### src/design/iap_regs.vh
// register map, field positions, reset values and codes of the self-programming block
`ifndef IAP_REGS_VH
`define IAP_REGS_VH
`define IAP_ADDR_SYSCTL 8'hBF
`define IAP_ADDR_FAHI 8'hF4
`define IAP_ADDR_FALO 8'hF5
`define IAP_ADDR_FDATA 8'hF6
`define IAP_ADDR_FCTRL 8'hF7
`define IAP_SC_WDR 7
`define IAP_SC_DZE 3
`define IAP_SC_SPE 2
`define IAP_SC_XRE 1
`define IAP_SC_LSI 0
`define IAP_SC_RESET 8'h02
`define IAP_SC_WMASK 8'h0F
`define IAP_FC_LAUNCH 7
`define IAP_FC_ZONE 5
`define IAP_FC_WMASK 8'h23
`define IAP_FN_BYTE 2'h0
`define IAP_FN_PROT 2'h1
`define IAP_FN_PAGE 2'h2
`define IAP_FN_CHIP 2'h3
`define IAP_KEY_A 8'h55
`define IAP_KEY_B 8'hAA
`define IAP_ZERO8 8'h00
`define IAP_ST_IDLE 2'h0
`define IAP_ST_ISSUE 2'h1
`define IAP_ST_WAIT 2'h2
`define IAP_ST_DONE 2'h3
`define IAP_UL_IDLE 2'h0
`define IAP_UL_ONE 2'h1
`define IAP_UL_TWO 2'h2
`define IAP_UL_OPEN 2'h3
`endif

### src/design/iap_self_prog.v
// self-programming controller: special-function registers, unlock and flash sequencing
//
// Overview of operation
// watchdog reset sets flag bit 7
// data zone off by default, bit 3 enables
// operations only while enable bit 2 set
// bit 1 enables extra 768-byte RAM
// bit 0 inhibits divided clock on latch pin
// target address from high F4, low F5
// operation byte from data register F6
// control bit 5 selects zone, address bit 16
// writing launch bit 7 starts function bits 1:0
// no operation while launch bit reads 0
// codes: program, protect, page, chip erase
// chip erase spares locked boot region
// launch bit read-only until unlocked
// unlock by writing 55, AA, 55 to data
// sample registers, stall counter during operation
// completion clears launch, releases counter
// page erase: 512 bytes, even/odd pair, boot spared
// software zeroes low address for page erase
// chip erase also removes read protection
// protected flash reads back as zero
// wrong data byte restarts unlock sequence
// launch without enable clears at once
`timescale 1ns/10ps
`include "iap_regs.vh"
module iap_self_prog #(
  parameter BOOT_BASE_HI = 8'hF2
) (
  input wire i_mclk,
  input wire i_rst_n,
  input wire i_wdt_reset,
  input wire i_boot_lock,
  input wire i_sfr_wr,
  input wire i_sfr_rd,
  input wire [7:0] i_sfr_addr,
  input wire [7:0] i_sfr_wdata,
  input wire [7:0] i_flash_rdata,
  input wire i_flash_done,
  input wire i_div6_clk,
  output reg [7:0] o_sfr_rdata,
  output reg o_pc_hold,
  output reg o_data_zone_enable,
  output reg o_extra_ram_enable,
  output reg o_latch_strobe,
  output reg o_flash_req,
  output reg [1:0] o_flash_op,
  output reg [16:0] o_flash_addr,
  output reg [7:0] o_flash_wdata,
  output reg o_flash_keep_boot,
  output reg [7:0] o_flash_read
);
  ////////////////////////////////////////////////////////////////////
  function hit;
    input [7:0] a;
    input [7:0] b;
    begin
      hit = (a == b);
    end
  endfunction
  reg [7:0] system_control;
  reg [7:0] flash_addr_high;
  reg [7:0] flash_addr_low;
  reg [7:0] flash_data;
  reg zone_select;
  reg [1:0] op_function;
  reg op_launch;
  reg read_protect;
  reg [1:0] state;
  reg wdt_s1;
  reg wdt_s2;
  reg done_s1;
  reg done_s2;
  reg div_s1;
  reg div_s2;
  wire unlock_open;
  wire wr_sc = i_sfr_wr && hit(i_sfr_addr, `IAP_ADDR_SYSCTL);
  wire wr_fc = i_sfr_wr && hit(i_sfr_addr, `IAP_ADDR_FCTRL);
  wire wr_fd = i_sfr_wr && hit(i_sfr_addr, `IAP_ADDR_FDATA);
  wire launch_wr = wr_fc && i_sfr_wdata[`IAP_FC_LAUNCH] && unlock_open;
  wire consume = launch_wr;
  ////////////////////////////////////////////////////////////////////
  iap_unlock u_unlock (
    .i_mclk(i_mclk),
    .i_rst_n(i_rst_n),
    .i_data_wr(wr_fd && state == `IAP_ST_IDLE),
    .i_data(i_sfr_wdata),
    .i_consume(consume),
    .o_open(unlock_open)
  );
  // pins from outside the clock domain pass two flops
  always @(posedge i_mclk) begin
    if (!i_rst_n) begin
      done_s1 <= 1'b0;
      done_s2 <= 1'b0;
      div_s1 <= 1'b0;
      div_s2 <= 1'b0;
    end else begin
      done_s1 <= i_flash_done;
      done_s2 <= done_s1;
      div_s1 <= i_div6_clk;
      div_s2 <= div_s1;
    end
  end
  ////////////////////////////////////////////////////////////////////
  // watchdog flag survives the reset it marks: caught from the held cause
  // no reset on this pair, so the cause is still seen while reset is held
  always @(posedge i_mclk) begin
    wdt_s1 <= i_wdt_reset;
    wdt_s2 <= wdt_s1;
  end
  always @(posedge i_mclk) begin
    if (!i_rst_n) begin
      system_control <= `IAP_SC_RESET;
      system_control[`IAP_SC_WDR] <= wdt_s2;
    end else begin
      if (wr_sc) begin
        system_control[3:0] <= i_sfr_wdata[3:0];
      end
      if (wdt_s2) begin
        system_control[`IAP_SC_WDR] <= 1'b1;
      end else if (wr_sc) begin
        system_control[`IAP_SC_WDR] <= i_sfr_wdata[`IAP_SC_WDR];
      end
    end
  end
  ////////////////////////////////////////////////////////////////////
  // operand registers frozen while an operation runs, software is stalled anyway
  always @(posedge i_mclk) begin
    if (!i_rst_n) begin
      flash_addr_high <= `IAP_ZERO8;
      flash_addr_low <= `IAP_ZERO8;
      flash_data <= `IAP_ZERO8;
      zone_select <= 1'b0;
      op_function <= `IAP_FN_BYTE;
    end else if (state == `IAP_ST_IDLE && i_sfr_wr) begin
      if (hit(i_sfr_addr, `IAP_ADDR_FAHI)) begin
        flash_addr_high <= i_sfr_wdata;
      end
      if (hit(i_sfr_addr, `IAP_ADDR_FALO)) begin
        flash_addr_low <= i_sfr_wdata;
      end
      if (wr_fd) begin
        flash_data <= i_sfr_wdata;
      end
      if (wr_fc) begin
        zone_select <= i_sfr_wdata[`IAP_FC_ZONE];
        op_function <= i_sfr_wdata[1:0];
      end
    end
  end
  ////////////////////////////////////////////////////////////////////
  // sequencer; launch bit is the only thing that starts anything
  always @(posedge i_mclk) begin
    if (!i_rst_n) begin
      state <= `IAP_ST_IDLE;
      op_launch <= 1'b0;
      o_pc_hold <= 1'b0;
      o_flash_req <= 1'b0;
      o_flash_op <= `IAP_FN_BYTE;
      o_flash_addr <= 17'h00000;
      o_flash_wdata <= `IAP_ZERO8;
      o_flash_keep_boot <= 1'b0;
      read_protect <= 1'b0;
    end else begin
      o_flash_req <= 1'b0;
      case (state)
        `IAP_ST_IDLE: begin
          if (launch_wr && state == `IAP_ST_IDLE) begin
            op_launch <= 1'b1;
            if (system_control[`IAP_SC_SPE]) begin
              state <= `IAP_ST_ISSUE;
              o_pc_hold <= 1'b1;
            end else begin
              state <= `IAP_ST_DONE;
            end
          end
        end
        `IAP_ST_ISSUE: begin
          o_flash_op <= op_function;
          o_flash_addr <= {zone_select, flash_addr_high, flash_addr_low};
          if (op_function == `IAP_FN_PAGE) begin
            o_flash_addr <= {zone_select, flash_addr_high[7:1], 9'h000};
          end
          o_flash_wdata <= flash_data;
          o_flash_keep_boot <= i_boot_lock;
          // a page inside the boot area is refused outright
          if (op_function == `IAP_FN_PAGE && !zone_select &&
              flash_addr_high >= BOOT_BASE_HI) begin
            state <= `IAP_ST_DONE;
          end else if (op_function == `IAP_FN_BYTE && zone_select &&
                       !system_control[`IAP_SC_DZE]) begin
            state <= `IAP_ST_DONE;
          end else begin
            o_flash_req <= 1'b1;
            state <= `IAP_ST_WAIT;
          end
        end
        `IAP_ST_WAIT: begin
          if (done_s2) begin
            if (o_flash_op == `IAP_FN_PROT) begin
              read_protect <= 1'b1;
            end else if (o_flash_op == `IAP_FN_CHIP) begin
              read_protect <= 1'b0;
            end
            state <= `IAP_ST_DONE;
          end
        end
        `IAP_ST_DONE: begin
          op_launch <= 1'b0;
          o_pc_hold <= 1'b0;
          state <= `IAP_ST_IDLE;
        end
        default: state <= `IAP_ST_IDLE;
      endcase
    end
  end
  ////////////////////////////////////////////////////////////////////
  always @(posedge i_mclk) begin
    if (!i_rst_n) begin
      o_sfr_rdata <= `IAP_ZERO8;
      o_data_zone_enable <= 1'b0;
      o_extra_ram_enable <= 1'b0;
      o_latch_strobe <= 1'b0;
      o_flash_read <= `IAP_ZERO8;
    end else begin
      o_data_zone_enable <= system_control[`IAP_SC_DZE];
      o_extra_ram_enable <= system_control[`IAP_SC_XRE];
      o_latch_strobe <= div_s2 & ~system_control[`IAP_SC_LSI];
      o_flash_read <= read_protect ? `IAP_ZERO8 : i_flash_rdata;
      o_sfr_rdata <= `IAP_ZERO8;
      if (i_sfr_rd) begin
        case (i_sfr_addr)
          `IAP_ADDR_SYSCTL: o_sfr_rdata <= {system_control[7], 3'h0, system_control[3:0]};
          `IAP_ADDR_FAHI: o_sfr_rdata <= flash_addr_high;
          `IAP_ADDR_FALO: o_sfr_rdata <= flash_addr_low;
          `IAP_ADDR_FDATA: o_sfr_rdata <= flash_data;
          `IAP_ADDR_FCTRL: o_sfr_rdata <= {op_launch, 1'b0, zone_select, 3'h0, op_function};
          default: o_sfr_rdata <= `IAP_ZERO8;
        endcase
      end
    end
  end
endmodule

### src/design/iap_unlock.v
// three-write unlock detector guarding the launch bit
`timescale 1ns/10ps
`include "iap_regs.vh"
module iap_unlock (
  input wire i_mclk,
  input wire i_rst_n,
  input wire i_data_wr,
  input wire [7:0] i_data,
  input wire i_consume,
  output wire o_open
);
  reg [1:0] step;
  reg [1:0] next_step;
  assign o_open = (step == `IAP_UL_OPEN);
  always @* begin
    next_step = step;
    if (i_consume) begin
      next_step = `IAP_UL_IDLE;
    end else if (i_data_wr && step != `IAP_UL_OPEN) begin
      case (step)
        `IAP_UL_IDLE: next_step = (i_data == `IAP_KEY_A) ? `IAP_UL_ONE : `IAP_UL_IDLE;
        `IAP_UL_ONE: next_step = (i_data == `IAP_KEY_B) ? `IAP_UL_TWO :
          ((i_data == `IAP_KEY_A) ? `IAP_UL_ONE : `IAP_UL_IDLE);
        `IAP_UL_TWO: next_step = (i_data == `IAP_KEY_A) ? `IAP_UL_OPEN : `IAP_UL_IDLE;
        default: next_step = `IAP_UL_IDLE;
      endcase
    end
  end
  always @(posedge i_mclk) begin
    if (!i_rst_n) begin
      step <= `IAP_UL_IDLE;
    end else begin
      step <= next_step;
    end
  end
endmodule

### config.mk
export PLATFORM = sky130hd
export DESIGN_NAME = iap_self_prog
export DESIGN_NICKNAME = d
export VERILOG_FILES = /design/src/design/iap_self_prog.v /design/src/design/iap_unlock.v
export VERILOG_INCLUDE_DIRS = /design/src /design/src/design
export SDC_FILE = /design/constraint.sdc
export NUM_CORES = 1
export LEC_CHECK = 0
export BUFFER_PORTS_ARGS = -buffer_cell sky130_fd_sc_hd__buf_2
export CAP_MARGIN = 20
export CORE_MARGIN = 5
export CORE_UTILIZATION = 57
export DETAILED_ROUTE_END_ITERATION = 16
export PLACE_DENSITY = 0.94
export SETUP_SLACK_MARGIN = 0.15
export SYNTH_ARGS = -nofsm -noshare
export SYNTH_HDL_FRONTEND = slang
export SYNTH_SLANG_ARGS = --single-unit
### constraint.sdc
create_clock -name i_mclk -period 2.6 [get_ports i_mclk]
set_input_delay 0.13 -clock i_mclk [delete_from_list [all_inputs] [get_ports i_mclk]]
set_output_delay 0.13 -clock i_mclk [all_outputs]
set_load 0.05 [all_outputs]
==> impl_metrics.tcl, run 1 <==
set metrics [dict create \
    critPathMaxStageDelay_ns 0.65 \
    cp_slowest_cell "a21boi_1" \
    synth_enable_flop_cells 1 \
    area_growth_pct 21.2 \
    hold_buffers 11 \
    cts_resized 0 \
    syn_inst 374 \
    wl_per_cell_um 17.5 \
    final_common_cell "dfxtp_1" \
    synthesis.area_mm2 0.00366 \
    seqPwrFrac 0.501 \
    setup_viol_count_final 0 \
    skew_ns 0.0122 \
    required_ns 2.91 \
    layout_common_cells "dfxtp_1 (92), buf_2 (80), nor2_1 (47), mux2i_1 (40), nand2_1 (33)" \
    first_pass_iters 7 \
    grtUsageTotal 0.231 \
    synth.avg_cell_area_um2 9.78 \
    layout.nets 499 \
    worstSetupPathType "reg2reg" \
    status "finished clean" \
    synthesis.nets 411 \
    drc 0 \
    place_hpwl_mm 6.33 \
    utilization 0.702 \
    switchingPower_uw 794 \
    antenna_found_initial 0 \
    grt_pass1_wl_mm 15.3 \
    combPwrFrac 0.148 \
    cp.arrival_ns 2.29 \
    tns_ns 0 \
    clock.fmax_ghz 0.504 \
    cts_root_buf "clkbuf_8" \
    die_y_um 90.1 \
    dieWidth_um 90.1 \
    synth.distinct_cells 42 \
    antenna-diode-count 0 \
    synth_area_leaders "dfxtp_1 (50%), mux2i_1 (11%), nor2_1 (4.8%)" \
    rows 29 \
    async_reset_ff_frac 0 \
    min_path_type "in2reg" \
    htreeDepth 3 \
    vias 3172 \
    synth-main-ff-cell "dfxtp_1" \
    ios 81 \
    p_int_mw 2.16 \
    slew_headroom 0.530 \
    synthDominantCellAreaShare 0.503 \
    grt_pass1_vias 3012 \
    portBuffers 80 \
    maxCapViolCount 0 \
    p_sw_frac 0.269 \
    cts_max_path_buffers 2 \
    seq_area_frac_synth 0.512 \
    hold_slack_ns 0.000647 \
    crit_path_end_kind "flop" \
    drive_above_1_share 0.221 \
    synth_warnings 0 \
    detailedPlace.worstSlack_ns 0.691 \
    cp-start-kind "flop" \
    ir_worst_vdd_v 0.000401 \
    cts_inserted_buffers 9 \
    slew_viol_final 0 \
    gp_congestion 0.895 \
    rsz0062_at_grt "false" \
    cp_cell_sequence "inv_1, ha_1, a21boi_1, a21oi_1, nor2_1" \
    power.density_mw_per_mm2 665 \
    grt_max_degree 42 \
    setup_ws_ns 0.617 \
    critPathMaxFanout 9 \
    clkTransAtPathRegs_ns 0.09 \
    final_hold_viol_count 0 \
    leakagePower_nw 1.87 \
    dieArea_mm2 0.00812 \
    cts_sinks 93 \
    avgViaCountPerCell 5.84 \
    core_area_mm2 0.00631 \
    wirelength_mm 9.49 \
    period_share 0.763 \
    start_util 0.579 \
    grt-ovfl-total 0 \
    postRouteAntennaNets 0 \
    min_period_ns 1.98 \
    initialDrtViolationCount 449 \
    worst_pin_slew_ns 0.699 \
    ys_seq_elements 93 \
    yosysTopAreaCell "dfxtp_1" \
    clk_latency_ns 0.37 \
    tritoncts "yes" \
    clockPowerShare 0.351 \
    postCtsSetupRepairBufs 0 \
]
path summary, 6_finish.rpt:
path,startpoint,endpoint,slack (ns),cells after the start
setup / recovery,state[1]$_SDFFE_PN0P_,o_flash_addr[2]$_SDFFE_PN0N_,0.62,5
hold / removal,i_boot_lock,o_flash_keep_boot$_SDFFE_PN0N_,0.0006,3
setup reg to reg,state[1]$_SDFFE_PN0P_,o_flash_addr[2]$_SDFFE_PN0N_,0.62,5
hold reg to reg,wdt_s1$_DFF_P_,wdt_s2$_DFF_P_,0.36,0
worst max-delay path, delay by kind of cell (launching register included):
family,cells,cell delay [ns]
flip-flops,1,0.36
buffers and inverters,1,0.12
adder cells (fa/ha/maj),1,0.51
AO/OA/AOI/OAI,2,0.81
AND/OR/NAND/NOR,1,0.13
area by class of cell:
type | instances | area, µm²
Timing Repair Buffer | 93 | 538
Clock buffer | 11 | 131
Clock inverter | 4 | 73.8
Fill cell | 463 | 1880
Tap cell | 77 | 96.3
Sequential cell | 93 | 1870
Multi-Input combinational cell | 257 | 1690
Inverter | 8 | 30.0
layer usage:
metal | GRT usage | vias up | wire [µm] | share of wire
li1 | - | 1458 | - | -
met1 | 0.295 | 1481 | 3690 | 0.39
met2 | 0.368 | 203 | 4530 | 0.48
met3 | 0.0476 | 30 | 963 | 0.10
met4 | 0.119 | 0 | 312 | 0.033
met5 | 0 | - | 0 | 0
cell families (layout without fill, tap and decap cells):
kind of cell,count (synthesis),after routing,share of synthesized area
and+or+nand+nor,159,159,0.227
buffers and inverters,24,116,0.0256
DFF,93,93,0.512
AOI/OAI and AO/OA,49,49,0.0841
muxes,44,44,0.134
adders and majority gates,5,5,0.0171
stage by stage:
stage                     power (mW)  instances  area, µm²
final                           2.95        543       4430
after global routing            3.04        543       4430
after CTS                       2.94        543       4430
after detailed placement        1.92        517       4120
after global placement          1.91        517       4120
after floorplan                 1.80        374       3660
power groups by stage:
stage / Clock [mW] / Combinational, mW / Sequential [mW]
6_report: 1.04 / 0.436 / 1.48
5_1_grt: 1.09 / 0.466 / 1.48
4_1_cts: 1.04 / 0.429 / 1.48
3_5_place_dp: 0 / 0.412 / 1.51
3_3_place_gp: 0 / 0.399 / 1.51
2_1_floorplan: 0 / 0.243 / 1.56
cells in the mapped netlist, types with 2 or more instances:
cell type	instances
a21oi_1	18
mux4_2	4
nand3_1	7
nand2_1	33
and4_1	3
a221oi_1	2
buf_2	3
a21boi_0	10
nor2b_1	25
a22oi_1	3
inv_1	8
a31oi_1	2
o21ai_0	7
nand4b_1	3
nor2_1	47
and2_1	15
nand4_1	3
ha_1	5
dfxtp_1	92
clkbuf_1	12
nand3b_1	3
nand2b_1	2
mux2i_1	40
nor3_1	8
a211oi_1	2
flip-flops by register name, indices dropped and copies added (netlist names), 2 cells and up:
name and count:
flash_addr_high 8, flash_addr_low 8, flash_data 8, o_flash_addr 17, o_flash_op 2, o_flash_read 8
o_flash_wdata 8, o_sfr_rdata 8, op_function 2, state 2, system_control 5, u_unlock.step 2
No activity file was read; power rests on OpenSTA's default activity.
==> run 2, diff against run 1 <==
--- a/config.mk
+++ b/config.mk
@@ -9,9 +9,9 @@
 export BUFFER_PORTS_ARGS = -buffer_cell sky130_fd_sc_hd__buf_2
 export CAP_MARGIN = 20
 export CORE_MARGIN = 5
-export CORE_UTILIZATION = 57
+export CORE_UTILIZATION = 53
 export DETAILED_ROUTE_END_ITERATION = 16
-export PLACE_DENSITY = 0.94
+export PLACE_DENSITY = 0.89
 export SETUP_SLACK_MARGIN = 0.15
 export SYNTH_ARGS = -nofsm -noshare
 export SYNTH_HDL_FRONTEND = slang
==> constraint.sdc (replaced) <==
create_clock -name i_mclk -period 2 [get_ports i_mclk]
set_input_delay 0.1 -clock i_mclk [delete_from_list [all_inputs] [get_ports i_mclk]]
set_output_delay 0.1 -clock i_mclk [all_outputs]
set_load 0.05 [all_outputs]
==> run 2 against run 1 <==
  * Utilization decreased by 3.3 points
  * First-iteration DRC count decreased by 56%
  * Sequential cell count stayed put
  * Cell count up 2.4%
  * Power up 29%
  * Sequential share of layout area down 0.84 points
  * Largest cell class unchanged
  * Largest power group unchanged
  * Highest routed layer unchanged
==> impl_metrics.tcl, run 2 (synthesis results as in run 1) <==
set metrics [dict create \
    status "finished clean" \
    power.density_mw_per_mm2 841 \
    wl_per_cell_um 16.6 \
    min_to "zone_select$_SDFFE_PN0P_" \
    wirelength_mm 9.24 \
    clk_latency_ns 0.36 \
    core_area_mm2 0.00676 \
    start_util 0.541 \
    gr-usage-met2 0.373 \
    period_share 0.908 \
    final_hold_viol_count 0 \
    worstSetupPathType "reg2reg" \
    layout_common_cells "dfxtp_1 (92), buf_2 (80), nor2_1 (47), mux2i_1 (40), nand2_1 (33)" \
    critPathMaxFanout 6 \
    required_ns 2.25 \
    largest_reg_flops 17 \
    postRouteAntennaNets 0 \
    min_path_type "in2reg" \
    dieWidth_um 93.1 \
    clkTransAtPathRegs_ns 0.09 \
    top_usage_layer "met2" \
    slew_viol_final 0 \
    ios 81 \
    worstRegToRegCells 5 \
    antenna-diode-count 0 \
    drive_above_1_share 0.246 \
    final_common_cell "dfxtp_1" \
    rows 30 \
    cts_max_path_buffers 2 \
    tns_ns 0 \
    avgViaCountPerCell 5.42 \
    crit_path_end_kind "flop" \
    worst_pin_slew_ns 0.594 \
    dieArea_mm2 0.00866 \
    clock.fmax_ghz 0.551 \
    cp-start-kind "flop" \
    slew_headroom 0.601 \
    grt-ovfl-total 0 \
    area_growth_pct 23.7 \
    cts_inserted_buffers 9 \
    grt_pass1_vias 3050 \
    maxCapViolCount 0 \
    nFillCells 531 \
    vias 3016 \
    min_from "i_sfr_wdata[5]" \
    die_y_um 93.1 \
    drc 0 \
    leakagePower_nw 1.92 \
    largest_register "o_flash_addr" \
    worst-r2r-setup-slack_ns 0.18 \
    grt_pass1_wl_mm 15.3 \
    gp_congestion 0.961 \
    skew_ns 0.0175 \
    first_pass_iters 4 \
    grtUsageTotal 0.227 \
    place_hpwl_mm 6.69 \
    initialDrtViolationCount 197 \
    layout.nets 508 \
    use_met1 0.290 \
    portBuffers 80 \
    timing.rr.end "state[0]$_SDFFE_PN0P_" \
    cp.arrival_ns 2.07 \
    min_period_ns 1.82 \
    ir_worst_vdd_v 0.000467 \
    cts_root_buf "clkbuf_8" \
    tritoncts "yes" \
    cts_sinks 93 \
    power_mw 3.81 \
    grt_max_degree 41 \
    grt.met3_usage 0.0459 \
    antenna_found_initial 0 \
    whs_path_depth 3 \
    rsz0062_at_grt "true" \
    r2r_start "op_function[0]$_SDFFE_PN0P_" \
    htreeDepth 3 \
    setup_viol_count_final 0 \
    hold_slack_ns 0.0455 \
]
run 2: cell count changes in the layout (fill, tap and decap cells not counted):
cell,delta
a2bb2oi_1,-1
a2bb2oi_2,+1
buf_4,+9
clkbuf_1,-2
or3_1,-1
dlygate4sd3_1,+1
or3_4,+1
a21boi_2,+1
clkbuf_16,+1
bufinv_16,-1
clkinv_4,+3
a21boi_1,-1
buf_12,-1
run 2: metrics by stage:
stage                     utilization  cell area (µm²)  cells  setup WS (ns)
after detailed placement        0.617             4170    528          0.231
after global placement          0.617             4170    528          0.337
final                           0.670             4520    556          0.184
after floorplan                     -             3660    374          0.274
after CTS                       0.667             4510    556          0.208
after global routing            0.670             4520    556         0.0838
run 2: critical path: stages (launching register included):
cell and delay, ns:
dfxtp_1 0.36, or4b_2 0.68, o31ai_1 0.12, nand2_1 0.09, and4b_1 0.20, a211oi_1 0.28
run 2: worst max path at each step:
stage / from / end / slack, ns / cells past startpoint
6_report: op_function[0]$_SDFFE_PN0P_ / state[0]$_SDFFE_PN0P_ / 0.18 / 5
2_1_floorplan: state[1]$_SDFFE_PN0P_ / o_flash_op[0]$_SDFFE_PN0N_ / 0.27 / 6
3_3_place_gp: state[0]$_SDFFE_PN0P_ / u_unlock.step[1]$_SDFFE_PP0P_ / 0.34 / 6
5_1_grt: op_function[0]$_SDFFE_PN0P_ / state[0]$_SDFFE_PN0P_ / 0.08 / 5
4_1_cts: state[0]$_SDFFE_PN0P_ / state[0]$_SDFFE_PN0P_ / 0.21 / 7
3_5_place_dp: op_function[0]$_SDFFE_PN0P_ / state[0]$_SDFFE_PN0P_ / 0.23 / 5
run 2: where the power goes:
part / total [mW] / leakage [nW] / switching (mW) / internal [mW]
logic: 0.581 / 1.05 / 0.363 / 0.217
registers: 1.92 / 0.755 / 0.0233 / 1.89
clock network: 1.31 / 0.112 / 0.649 / 0.660
run 2: repair_timing:
action,in CTS,in global routing
buffers inserted,0,0
hold buffers,12,0
hold endpoints to repair,12,0
endpoints found under the setup margin,0,4
resized for setup,0,3
run 2: cell type report:
cell class / count / area, µm² / share of cell area
Inverter: 8 / 30.0 / 0.00664
Multi-Input combinational cell: 257 / 1710 / 0.377
Sequential cell: 93 / 1870 / 0.414
Tap cell: 80 / 100 / 0.0221
Clock inverter: 6 / 70.1 / 0.0155
Timing Repair Buffer: 102 / 596 / 0.132
Clock buffer: 10 / 149 / 0.0329
run 2: layer usage:
layer  up-vias  routed length [µm]  share of wire
met1      1413                3970           0.43
met2       114                4520           0.49
li1       1477                   -              -
met5         -                   0              0
met3        12                 592          0.064
met4         0                 155          0.017
==> run 3, diff against run 2 <==
--- a/config.mk
+++ b/config.mk
@@ -11,7 +11,7 @@
 export CORE_MARGIN = 5
 export CORE_UTILIZATION = 53
 export DETAILED_ROUTE_END_ITERATION = 16
-export PLACE_DENSITY = 0.89
+export PLACE_DENSITY = 0.78
 export SETUP_SLACK_MARGIN = 0.15
 export SYNTH_ARGS = -nofsm -noshare
 export SYNTH_HDL_FRONTEND = slang
==> run 3 against run 2 <==
  * Sequential share of layout area decreased by 0.36 points
  * Design area grew 0.88%
  * Clock skew decreased by 0.011 ns
  * Critical path depth is the same
  * Combinational power up 4.3%
  * Global-route usage decreased by 0.78 points
  * Hold slack improved by 0.0057 ns
  * Utilization rose by 0.59 points
  * Sequential cell count did not move
  * Via count up 1.3%
==> impl_metrics.tcl, run 3 (synthesis results as in run 1) <==
set metrics [dict create \
    grt_max_degree 28 \
    layout.nets 512 \
    area_growth_pct 24.8 \
    cp-start-kind "flop" \
    leakagePower_nw 1.94 \
    start_util 0.541 \
    grtUsageTotal 0.219 \
    cp.arrival_ns 2.00 \
    drc 0 \
    worstRegToRegCells 5 \
    antenna_found_initial 0 \
    dieArea_mm2 0.00866 \
    ir_worst_vdd_v 0.000453 \
    postRouteAntennaNets 0 \
    setup_viol_count_final 0 \
    detailedPlace.worstSlack_ns 0.248 \
    largest_reg_flops 17 \
    htreeDepth 3 \
    min_path_type "in2reg" \
    grt_pass1_wl_mm 14.6 \
    vias 3056 \
    gp_congestion 0.991 \
    crit_start "op_function[0]$_SDFFE_PN0P_" \
    clock.fmax_ghz 0.579 \
    skew_ns 0.00614 \
    worst_pin_slew_ns 0.390 \
    switchingPower_mw 1.06 \
    min_period_ns 1.73 \
    grt_pass1_vias 2841 \
    largest_register "o_flash_addr" \
    first_pass_iters 4 \
    period_share 0.863 \
    dieWidth_um 93.1 \
    portBuffers 80 \
    rows 30 \
    drive_above_1_share 0.250 \
    p_sw_frac 0.271 \
    initialDrtViolationCount 221 \
    setup_ws_ns 0.273 \
    avgViaCountPerCell 5.46 \
    worst-r2r-setup-slack_ns 0.27 \
    grt-ovfl-total 0 \
    clk_latency_ns 0.36 \
    wirelength_mm 9.25 \
    ios 81 \
    cts_sinks 93 \
    p_int_mw 2.84 \
    timing.rr.end "state[0]$_SDFFE_PN0P_" \
    seqPwrFrac 0.492 \
    clockPowerShare 0.352 \
    cts_root_buf "clkbuf_8" \
    placedCellCount 532 \
    required_ns 2.27 \
    slew_headroom 0.739 \
    instances_no_fill 560 \
    wl_per_cell_um 16.5 \
    final_common_cell "dfxtp_1" \
    crit_path_end_kind "flop" \
    clkTransAtPathRegs_ns 0.09 \
    cts_max_path_buffers 2 \
    nFillCells 543 \
    tritoncts "yes" \
    layout_common_cells "dfxtp_1 (92), buf_2 (80), nor2_1 (47), mux2i_1 (40), nand2_1 (33)" \
    critPathCapture "state[0]$_SDFFE_PN0P_" \
    rsz0062_at_grt "true" \
    die_y_um 93.1 \
    worstSetupPathType "reg2reg" \
    power.density_mw_per_mm2 854 \
    place_hpwl_mm 6.81 \
    combPwrFrac 0.155 \
    slew_viol_final 0 \
    tns_ns 0 \
    final_hold_viol_count 0 \
    status "finished clean" \
    cts_inserted_buffers 9 \
    antenna-diode-count 0 \
    maxCapViolCount 0 \
    r2r_start "op_function[0]$_SDFFE_PN0P_" \
    core_area_mm2 0.00676 \
    critPathMaxFanout 6 \
]
## run 3: how the worst min path moves through the flow
| stage | cells after the start | startpoint | endpoint |
|---|---|---|---|
| 5_1_grt | 3 | i_sfr_wdata[5] | zone_select$_SDFFE_PN0P_ |
| 4_1_cts | 3 | i_sfr_wdata[5] | zone_select$_SDFFE_PN0P_ |
| 3_5_place_dp | 1 | i_wdt_reset | wdt_s1$_DFF_P_ |
| 6_report | 3 | i_sfr_wdata[5] | zone_select$_SDFFE_PN0P_ |
| 2_1_floorplan | 0 | i_wdt_reset | wdt_s1$_DFF_P_ |
| 3_3_place_gp | 1 | i_wdt_reset | wdt_s1$_DFF_P_ |
## run 3: worst max-delay path: stages, from the launching register on
cell and delay, ns:
dfxtp_1 0.35, or4b_2 0.67, o31ai_1 0.11, nand2_1 0.10, and4b_1 0.21, a211oi_1 0.21
## run 3: through the flow
step	power [mW]	area, µm²	hold WS, ns	utilization
detailed placement	2.53	4210	0.204	0.624
global placement	2.51	4210	0.204	0.624
CTS	3.91	4550	0.0362	0.674
floorplan	2.34	3660	0.128	-
global route	4.07	4560	0.0426	0.676
finish	3.90	4560	0.0511	0.676
## run 3: layout make-up
| type | instances | area [µm²] | share of cell area |
|---|---|---|---|
| well taps | 80 | 100 | 0.0219 |
| repair buffers | 106 | 638 | 0.140 |
| clock buffers | 9 | 124 | 0.0271 |
| clock inverters | 7 | 96.3 | 0.0211 |
| multi-input cells | 257 | 1700 | 0.373 |
| inverters | 8 | 30.0 | 0.00658 |
| flip-flops and latches | 93 | 1870 | 0.410 |
## run 3: what timing repair did
action | 4_1_cts | 5_1_grt
endpoints found under the setup margin | 0 | 4
resized for setup | 0 | 2
endpoints found under the hold margin | 12 | 0
hold buffers | 12 | 0
buffers inserted | 0 | 0
## run 3: power by group through the flow
stage | registers [mW] | clock network [mW] | logic (mW)
6_report | 1.92 | 1.37 | 0.606
3_3_place_gp | 1.96 | 0 | 0.552
4_1_cts | 1.92 | 1.40 | 0.592
3_5_place_dp | 1.96 | 0 | 0.572
2_1_floorplan | 2.03 | 0 | 0.316
5_1_grt | 1.92 | 1.49 | 0.657
## run 3: per-layer routing
metal / track usage / up-vias / part of all wire
met1: 0.283 / 1439 / 0.44
met3: 0.0579 / 22 / 0.064
met2: 0.341 / 101 / 0.47
li1: - / 1494 / -
met4: 0.101 / 0 / 0.027
met5: 0 / - / 0
